--- src/rtl/iox_pkg.sv ---
package iox_pkg;
	localparam int IOX_INSTR_W = 14;
	localparam int IOX_DATA_W = 8;
	localparam int IOX_ADDR_W = 7;
	localparam int IOX_DEST_BIT = 7;
	localparam int IOX_OP_HI = 13;
	localparam int IOX_OP_LO = 8;
	localparam logic [5:0] IOX_INCREMENT_FILE_OP = 6'h0a;
	localparam logic [5:0] IOX_INCREMENT_SKIP_ZERO_OP = 6'h0f;
	localparam logic [5:0] IOX_OR_ACCUM_FILE_OP = 6'h04;
	localparam logic [5:0] IOX_OR_LITERAL_ACCUM_OP = 6'h38;
	localparam logic [7:0] IOX_ACCUM_RESET = 8'h00;
	localparam logic [7:0] IOX_WDATA_RESET = 8'h00;
	localparam logic IOX_ZERO_RESET = 1'b0;
	typedef enum logic [1:0] {
		IOX_SEL_NONE,
		IOX_SEL_INC,
		IOX_SEL_OR_FILE,
		IOX_SEL_OR_LIT
	} iox_sel_t;
endpackage

--- src/rtl/iox_decode.sv ---
`timescale 1ns/100ps
`default_nettype none
module iox_decode
	import iox_pkg::*;
(
	input wire logic [IOX_INSTR_W-1:0] instr,
	input wire logic instr_valid,
	output iox_sel_t sel,
	output logic dest_file,
	output logic writes_zero,
	output logic skip_on_zero
);
	logic [5:0] op;
	assign op = instr[IOX_OP_HI:IOX_OP_LO];
	always_comb begin
		sel = IOX_SEL_NONE;
		writes_zero = 1'b0;
		skip_on_zero = 1'b0;
		dest_file = 1'b0;
		if (instr_valid) begin
			case (op)
				IOX_INCREMENT_FILE_OP: begin
					sel = IOX_SEL_INC;
					writes_zero = 1'b1;
					dest_file = instr[IOX_DEST_BIT];
				end
				IOX_INCREMENT_SKIP_ZERO_OP: begin
					sel = IOX_SEL_INC;
					skip_on_zero = 1'b1;
					dest_file = instr[IOX_DEST_BIT];
				end
				IOX_OR_ACCUM_FILE_OP: begin
					sel = IOX_SEL_OR_FILE;
					writes_zero = 1'b1;
					dest_file = instr[IOX_DEST_BIT];
				end
				IOX_OR_LITERAL_ACCUM_OP: begin
					sel = IOX_SEL_OR_LIT;
					writes_zero = 1'b1;
				end
				default: begin
					sel = IOX_SEL_NONE;
				end
			endcase
		end
	end
endmodule
`default_nettype wire

--- src/rtl/iox_exec.sv ---
`timescale 1ns/100ps
`default_nettype none
// Functional notes
// - Increment file, result to destination, Z
// - Destination bit: 0 accumulator, 1 file
// - File address is low seven bits
// - OR literal into accumulator, update Z
// - OR accumulator with file, Z updated
// - Increment-skip: no status, skip on zero
module iox_exec
	import iox_pkg::*;
(
	input wire logic sys_clk,
	input wire logic rst_n,
	input wire logic [IOX_INSTR_W-1:0] instr,
	input wire logic instr_valid,
	input wire logic [IOX_DATA_W-1:0] file_rdata,
	output logic [IOX_ADDR_W-1:0] file_addr,
	output logic [IOX_DATA_W-1:0] file_wdata,
	output logic file_we,
	output logic [IOX_DATA_W-1:0] accum,
	output logic zero_flag,
	output logic skip_next,
	output logic done
);
	// Decoded controls
	iox_sel_t sel;
	logic dest_file;
	logic writes_zero;
	logic skip_on_zero;
	logic active;

	// Datapath values
	logic [IOX_DATA_W-1:0] literal;
	logic [IOX_DATA_W-1:0] inc_sum;
	logic [IOX_DATA_W-1:0] or_file_val;
	logic [IOX_DATA_W-1:0] or_lit_val;
	logic [IOX_DATA_W-1:0] result;
	logic result_zero;
	logic to_file;
	logic to_accum;

	// State
	logic [IOX_DATA_W-1:0] accum_reg;
	logic [IOX_DATA_W-1:0] accum_next;
	logic zero_reg;
	logic zero_next;
	logic [IOX_DATA_W-1:0] wdata_reg;
	logic [IOX_DATA_W-1:0] wdata_next;
	logic we_reg;
	logic we_next;
	logic skip_reg;
	logic skip_next_val;
	logic done_reg;
	logic done_next;

	// Opcode decode
	iox_decode u_decode (
		.instr(instr),
		.instr_valid(instr_valid),
		.sel(sel),
		.dest_file(dest_file),
		.writes_zero(writes_zero),
		.skip_on_zero(skip_on_zero)
	);

	assign file_addr = instr[IOX_ADDR_W-1:0];

	// Literal field
	assign literal = instr[IOX_DATA_W-1:0];

	// Supported instruction this cycle
	assign active = (sel != IOX_SEL_NONE);

	assign inc_sum = file_rdata + 8'h01;

	assign or_file_val = accum_reg | file_rdata;

	assign or_lit_val = accum_reg | literal;

	// Result select
	always_comb begin
		result = '0;
		case (sel)
			IOX_SEL_INC: begin
				result = inc_sum;
			end
			IOX_SEL_OR_FILE: begin
				result = or_file_val;
			end
			IOX_SEL_OR_LIT: begin
				result = or_lit_val;
			end
			default: begin
				result = '0;
			end
		endcase
	end

	assign result_zero = (result == 8'h00);

	assign to_file = active && dest_file;
	assign to_accum = active && !dest_file;

	// Accumulator next value
	always_comb begin
		accum_next = accum_reg;
		if (to_accum) begin
			accum_next = result;
		end
	end

	// Accumulator register
	always_ff @(posedge sys_clk or negedge rst_n) begin
		if (!rst_n) begin
			accum_reg <= IOX_ACCUM_RESET;
		end else begin
			accum_reg <= accum_next;
		end
	end

	always_comb begin
		zero_next = zero_reg;
		if (active && writes_zero) begin
			zero_next = result_zero;
		end
	end

	// Zero flag register
	always_ff @(posedge sys_clk or negedge rst_n) begin
		if (!rst_n) begin
			zero_reg <= IOX_ZERO_RESET;
		end else begin
			zero_reg <= zero_next;
		end
	end

	always_comb begin
		wdata_next = wdata_reg;
		we_next = 1'b0;
		if (to_file) begin
			we_next = 1'b1;
			wdata_next = result;
		end
	end

	// File write registers
	always_ff @(posedge sys_clk or negedge rst_n) begin
		if (!rst_n) begin
			wdata_reg <= IOX_WDATA_RESET;
			we_reg <= 1'b0;
		end else begin
			wdata_reg <= wdata_next;
			we_reg <= we_next;
		end
	end

	always_comb begin
		skip_next_val = 1'b0;
		if (active && skip_on_zero && result_zero) begin
			skip_next_val = 1'b1;
		end
	end

	// Skip pulse register
	always_ff @(posedge sys_clk or negedge rst_n) begin
		if (!rst_n) begin
			skip_reg <= 1'b0;
		end else begin
			skip_reg <= skip_next_val;
		end
	end

	always_comb begin
		done_next = 1'b0;
		if (active) begin
			done_next = 1'b1;
		end
	end

	// Done pulse register
	always_ff @(posedge sys_clk or negedge rst_n) begin
		if (!rst_n) begin
			done_reg <= 1'b0;
		end else begin
			done_reg <= done_next;
		end
	end

	// Accumulator and status outputs
	assign accum = accum_reg;
	assign zero_flag = zero_reg;

	// File write outputs
	assign file_wdata = wdata_reg;
	assign file_we = we_reg;

	// Pulse outputs
	assign skip_next = skip_reg;
	assign done = done_reg;
endmodule
`default_nettype wire

--- config.mk ---
export PLATFORM = sky130hd
export DESIGN_NAME = iox_exec
export DESIGN_NICKNAME = d
export VERILOG_FILES = /design/src/rtl/iox_pkg.sv /design/src/rtl/iox_decode.sv /design/src/rtl/iox_exec.sv
export SDC_FILE = /design/constraint.sdc
export NUM_CORES = 1
export LEC_CHECK = 0
export BUFFER_PORTS_ARGS = -buffer_cell sky130_fd_sc_hd__buf_2
export CAP_MARGIN = 20
export CORE_MARGIN = 4
export CORE_UTILIZATION = 43
export DETAILED_ROUTE_END_ITERATION = 12
export GPL_TIMING_DRIVEN = 0
export PLACE_DENSITY = 0.82
export SLEW_MARGIN = 10
export SYNTH_ARGS = -nofsm -noshare
export SYNTH_HDL_FRONTEND = slang
export SYNTH_HIERARCHICAL = 1
export SYNTH_SLANG_ARGS = --single-unit
--- constraint.sdc ---
create_clock -name sys_clk -period 1.7 [get_ports sys_clk]
set_clock_uncertainty 0.15 [all_clocks]
set_input_delay 0.34 -clock sys_clk [delete_from_list [all_inputs] [get_ports sys_clk]]
set_output_delay 0.34 -clock sys_clk [all_outputs]
set_load 0.1 [all_outputs]
==> results of run 1 <==
==> report_power, final <==
part | internal, W | total [W] | switching [W]
combinational | 0.0000962 | 0.000303 | 0.000207
clock | 0.000131 | 0.000271 | 0.000140
sequential | 0.000482 | 0.000489 | 0.00000645
total | 0.000709 | 0.00106 | 0.000354
==> worst reg2reg max path: stages (launching register included) <==
cell and delay (ps):
dfrtp_1 430, o22a_1 200, o221ai_2 190, a21boi_2 180
nand4_1 150, o41ai_2 320
==> cell families (layout without fill, tap and decap cells) <==
family	after synthesis	after routing	synth area share (%)
flops	20	20	39.8
buf+inv	17	82	7.96
compound gates	46	46	25.6
fa+ha+maj	1	1	0.995
xor+xnor	5	5	3.48
simple gates	56	56	22.2
==> cell usage in the layout (no fill, tap or decap), types with 3 or more instances in the layout <==
| master | count |
|---|---|
| o21ai_0 | 10 |
| inv_1 | 4 |
| o21a_1 | 4 |
| nor2_1 | 7 |
| xnor2_1 | 3 |
| dfrtp_1 | 20 |
| o21ai_2 | 4 |
| buf_2 | 41 |
| clkbuf_4 | 9 |
| o32a_1 | 4 |
| nand3_1 | 4 |
| nand2_1 | 25 |
| o21ai_1 | 8 |
| buf_6 | 8 |
| buf_4 | 16 |
==> final timing paths <==
path                                 from         to  slack, ps  cells past startpoint
worst max-delay path            instr[13]  zero_flag       -380                      9
worst min register to register  zero_flag  zero_flag        340                      2
min in group asynchronous           rst_n    file_we        340                      2
worst max register to register   accum[2]  zero_flag        -30                      5
max in group asynchronous           rst_n  skip_next        760                      2
worst min-delay path            instr[10]  skip_next        230                      5
==> layer usage <==
metal	wire (um)	vias up	global-route usage, %
met5	0	-	0
li1	-	651	-
met4	55	0	9.39
met1	1610	629	26.0
met2	1790	30	29.7
met3	140	5	2.07
==> through the flow <==
step	TNS, ps	hold WS (ps)	utilization (%)	worst slack [ps]	cells
finish	-1480	233	66.7	-379	241
global route	-2490	249	66.7	-435	241
CTS	-2450	206	62.6	-356	239
detailed placement	-12090	146	57.2	-916	227
global placement	-11740	149	57.2	-894	227
floorplan	-6240	-106	-	-502	145
==> final cells by class <==
cell class	instances	area, um^2	area share (%)
Timing Repair Buffer	63	408	22.0
Inverter	4	15.0	0.810
Multi-Input combinational cell	108	758	40.9
Buffer	11	97.6	5.26
Sequential cell	20	500	27.0
Clock buffer	4	36.3	1.96
Tap cell	31	38.8	2.09
==> timing repair <==
action	4_1_cts	5_1_grt
hold buffers	1	0
pin swaps	10	6
setup buffers	9	3
resized for setup	16	33
setup endpoints to repair	19	24
endpoints found under the hold margin	20	0
==> run_results.csv, run 1 <==
group,metric,value,unit
worst_setup_path,end_kind,"flip-flop",
synth,syn_inst,145,
detailed_routing,via_count,1315,
sta,final_max_slew_viol_count,0,
synth,ys_seq_area_share,39.8,%
synth,synth_area,0.00126,mm^2
global_routing,first_global_vias,1148,
floorplan,dieArea,0.00385,mm^2
synth,synth_flop_cell,"dfrtp_1",
placement,portBuffers,51,
global_routing,gr-total-overflow,0,
floorplan,die_h,62.1,um
synth,ys_top_cells_by_area,"dfrtp_1 (40%), o21ai_0 (8.4%), nand2_1 (7.8%)",
clocking,clkTransAtPathRegs,100,ps
placement,gp_congestion,0.773,
finish,final_area,0.00185,mm^2
floorplan,chipWidth,62.1,um
global_routing,grt_pass1_wl,5350,um
floorplan,initial_core_util,45.2,%
synth,synth_most_common_cell,"nand2_1",
sta,finalSetupViolCount,12,
global_routing,grt_antenna_before_repair,0,
worst_hold_path,hp-class,"in -> reg",
worst_setup_path,crit_fanout,8,
synth,ys_top_cells_by_count,"nand2_1 (26), o21ai_0 (21), dfrtp_1 (20)",
synth,yosysUniqueCellTypes,44,
clocking,htree_num_levels,1,
synth,yosysWarnings,6,
worst_setup_path,required,1750,ps
sta,fmaxAchievable,481,MHz
sta,rsz0062_at_grt,"true",
worst_setup_path,worstSetupStartpointType,"primary input",
synth,synth_area_leader_cell,"dfrtp_1",
worst_setup_path,worstSetupPathType,"in -> reg",
floorplan,coreArea,0.00278,mm^2
detailed_routing,wire_per_inst,14.9,um
synth,synth-edff-count,0,
detailed_routing,drt-vias-per-instance,5.46,
sta,period_share,122,%
synth,ys_ff_latch,20,
global_routing,grt_max_degree,21,
placement,postPlaceCellArea,0.00159,mm^2
detailed_routing,drc,0,
sta,tightest_slew,499,ps
sta,max_slew_margin,67.0,%
clocking,cts_made_buffers,3,
worst_setup_path,slowest_delay,320,ps
floorplan,io_pins,52,
synth,syn_avg_cell_area,8.67,um^2
synth,synth_nets,171,
sta,hold_viol_final,0,
finish,areaGrowthSynthToFinish,47.5,%
finish,diodes,0,
synth,synth.top_cell.area_share,39.8,%
clocking,cts_tree,"done",
sta,setup_ws,-379,ps
floorplan,rows,19,
worst_setup_path,crit_family,"compound AO/OA/AOI/OAI gates",
synth,synthArstFlopShare,100,%
global_routing,grt.total_usage,19.0,%
finish,nFillCells,215,
pwr,worst_ir_drop_vdd,525,uV
worst_setup_path,crit_arrival,2130,ps
clocking,clk_latency,300,ps
finish,drive_gt1_share,47.6,%
detailed_routing,first_pass_iters,4,
clocking,clockBufferDepth,2,
outcome,status,"finished with violations",
detailed_routing,ant_nets,0,
pwr,powerDensity,573,mW/mm^2
detailed_routing,drt_iter0_markers,76,
finish,num-nets-final,237,
sta,fin_crit,2080,ps
worst_setup_path,cpMaxStageDelayCell,"o41ai_2",
detailed_routing,routed_wirelength,3590,um
outcome,violations,"setup timing",
pwr,power_leakage,0.913,nW
pwr,p_total,0.00106,W
worst_setup_path,cp_cell_sequence,"buf_6 > and3b_1 > a22o_1 > and3_4 > o22a_1 > o221ai_2 > a21boi_2 > nand4_1 > o41ai_2",
job,maxCapViolations,0,
worst_setup_path,path_buf_inv,1,
clocking,cts_root_buf,"clkbuf_4",
clocking,cts_sinks,20,
placement,hpwlAfterDp,2550,um
Note: power is estimated with default switching activity, not from simulation.
==> inputs of run 2 (changes only) <==
--- a/config.mk
+++ b/config.mk
@@ -8,10 +8,10 @@
 export BUFFER_PORTS_ARGS = -buffer_cell sky130_fd_sc_hd__buf_2
 export CAP_MARGIN = 20
 export CORE_MARGIN = 4
-export CORE_UTILIZATION = 43
+export CORE_UTILIZATION = 29
 export DETAILED_ROUTE_END_ITERATION = 12
 export GPL_TIMING_DRIVEN = 0
-export PLACE_DENSITY = 0.82
+export PLACE_DENSITY = 0.61
 export SLEW_MARGIN = 10
 export SYNTH_ARGS = -nofsm -noshare
 export SYNTH_HDL_FRONTEND = slang
==> run_results.csv, run 2 (same netlist as run 1, synthesis figures left out) <==
group,metric,value,unit
outcome,status,"finished with violations",
outcome,violations,"setup timing",
worst_hold_path,holdPathStages,5,
floorplan,coreArea,0.00409,mm^2
global_routing,grt_antenna_before_repair,0,
detailed_routing,drt_iter0_markers,120,
detailed_routing,ant_nets,0,
sta,hold_viol_final,0,
detailed_routing,drc,0,
detailed_routing,routed_wirelength,3600,um
detailed_routing,first_pass_iters,4,
sta,whs,316,ps
pwr,worst_ir_drop_vdd,410,uV
finish,diodes,0,
worst_setup_path,r2r_end,"zero_flag",
sta,max_slew_margin,67.4,%
global_routing,gr-total-overflow,0,
sta,final_max_slew_viol_count,0,
floorplan,initial_core_util,30.8,%
worst_setup_path,ff2ff_setup_slack,-30,ps
worst_setup_path,worstSetupPathType,"in -> reg",
placement,portBuffers,51,
job,maxCapViolations,0,
finish,final_common_cell,"buf_2",
sta,tightest_slew,493,ps
finish,layout_common_cells,"buf_2 (48), nand2_1 (26), dfrtp_1 (20), o21ai_0 (18), buf_4 (16)",
global_routing,grt_pass1_wl,5740,um
floorplan,chipWidth,73.9,um
floorplan,rows,23,
worst_setup_path,worstSetupStartpointType,"primary input",
worst_setup_path,worst-r2r-cell-count,5,
detailed_routing,via_count,1297,
finish,areaGrowthSynthToFinish,43.5,%
global_routing,first_global_vias,1226,
finish,utilization,44.2,%
clocking,cts_sinks,20,
clocking,cts_root_buf,"clkbuf_8",
worst_setup_path,worstReg2RegStart,"accum[2]",
detailed_routing,drt-vias-per-instance,5.01,
floorplan,die_h,73.9,um
worst_hold_path,hp-class,"in -> reg",
clocking,cts_made_buffers,3,
worst_hold_path,min_to,"skip_next",
clocking,clkTransAtPathRegs,70,ps
sta,tns,-4580,ps
detailed_routing,wire_per_inst,13.9,um
finish,num-nets-final,236,
clocking,clk_latency,250,ps
sta,setup_ws,-398,ps
sta,rsz0062_at_grt,"true",
sta,period_share,123,%
sta,fin_crit,2100,ps
pwr,power_leakage,0.892,nW
clocking,htree_num_levels,1,
worst_setup_path,crit_arrival,2090,ps
finish,final_cells,259,
worst_setup_path,end_kind,"flip-flop",
floorplan,dieArea,0.00545,mm^2
worst_setup_path,required,1700,ps
placement,gp_congestion,0.834,
placement,hpwlAfterDp,2780,um
sta,fmaxAchievable,477,MHz
finish,drive_gt1_share,43.5,%
pwr,p_total,0.00113,W
clocking,clockBufferDepth,2,
placement,placed_cells,246,
floorplan,io_pins,52,
worst_setup_path,crit_fanout,7,
global_routing,grt.total_usage,13.5,%
worst_hold_path,holdCritStartpoint,"instr[10]",
pwr,powerDensity,624,mW/mm^2
clocking,cts_tree,"done",
global_routing,grt_max_degree,21,
sta,finalSetupViolCount,19,
[run 2: how the worst max path moves through the flow]
stage / from / cells after the start / endpoint / slack, ps
final: instr[10] / 9 / zero_flag / -400
after floorplan: instr[13] / 10 / zero_flag / -500
after global placement: instr[10] / 10 / zero_flag / -890
after CTS: instr[12] / 9 / zero_flag / -440
after detailed placement: instr[8] / 10 / zero_flag / -910
after global routing: instr[12] / 9 / zero_flag / -500
[run 2: critical path, stage by stage]
cell	delay (ps)
buf_8	110
and3b_1	230
a22o_1	160
and3_4	240
nand2_4	80
o32a_1	320
a21boi_2	140
nand4_1	170
o41ai_2	310
[run 2: repair_timing]
| item | 4_1_cts | 5_1_grt |
|---|---|---|
| setup buffers | 7 | 3 |
| endpoints found under the setup margin | 19 | 19 |
| hold buffers | 1 | 0 |
| gates resized for setup | 12 | 5 |
| pin swaps | 8 | 8 |
| hold endpoints to repair | 20 | 0 |
[run 2: layout make-up]
cell class                 instances  area [um^2]
fill                             411         2280
sequential                        20          500
clock buffer                       4         55.1
multi-input combinational        108          714
inverter                           4         15.0
tap                               50         62.6
buffer                            11         90.1
timing repair buffer              62          367
[run 2: power by group]
group / total (W) / leakage, nW / internal [W] / switching (W)
logic: 0.000288 / 0.584 / 0.0000858 / 0.000202
registers: 0.000489 / 0.279 / 0.000483 / 0.00000637
clock network: 0.000350 / 0.0288 / 0.000206 / 0.000144
[run 2: through the flow]
stage	setup slack (ps)	cell area [um^2]
finish	-398	1800
global route	-504	1800
CTS	-437	1760
detailed placement	-909	1620
global placement	-890	1620
floorplan	-502	1300
[run 2: routing by layer]
layer	up-vias	track usage [%]	part of all wire (%)	wire, um
met4	0	5.43	1.6	59
met1	602	19.0	46	1640
met5	-	0	0	0
li1	648	-	-	-
met3	6	1.37	4.3	153
met2	41	21.1	49	1750
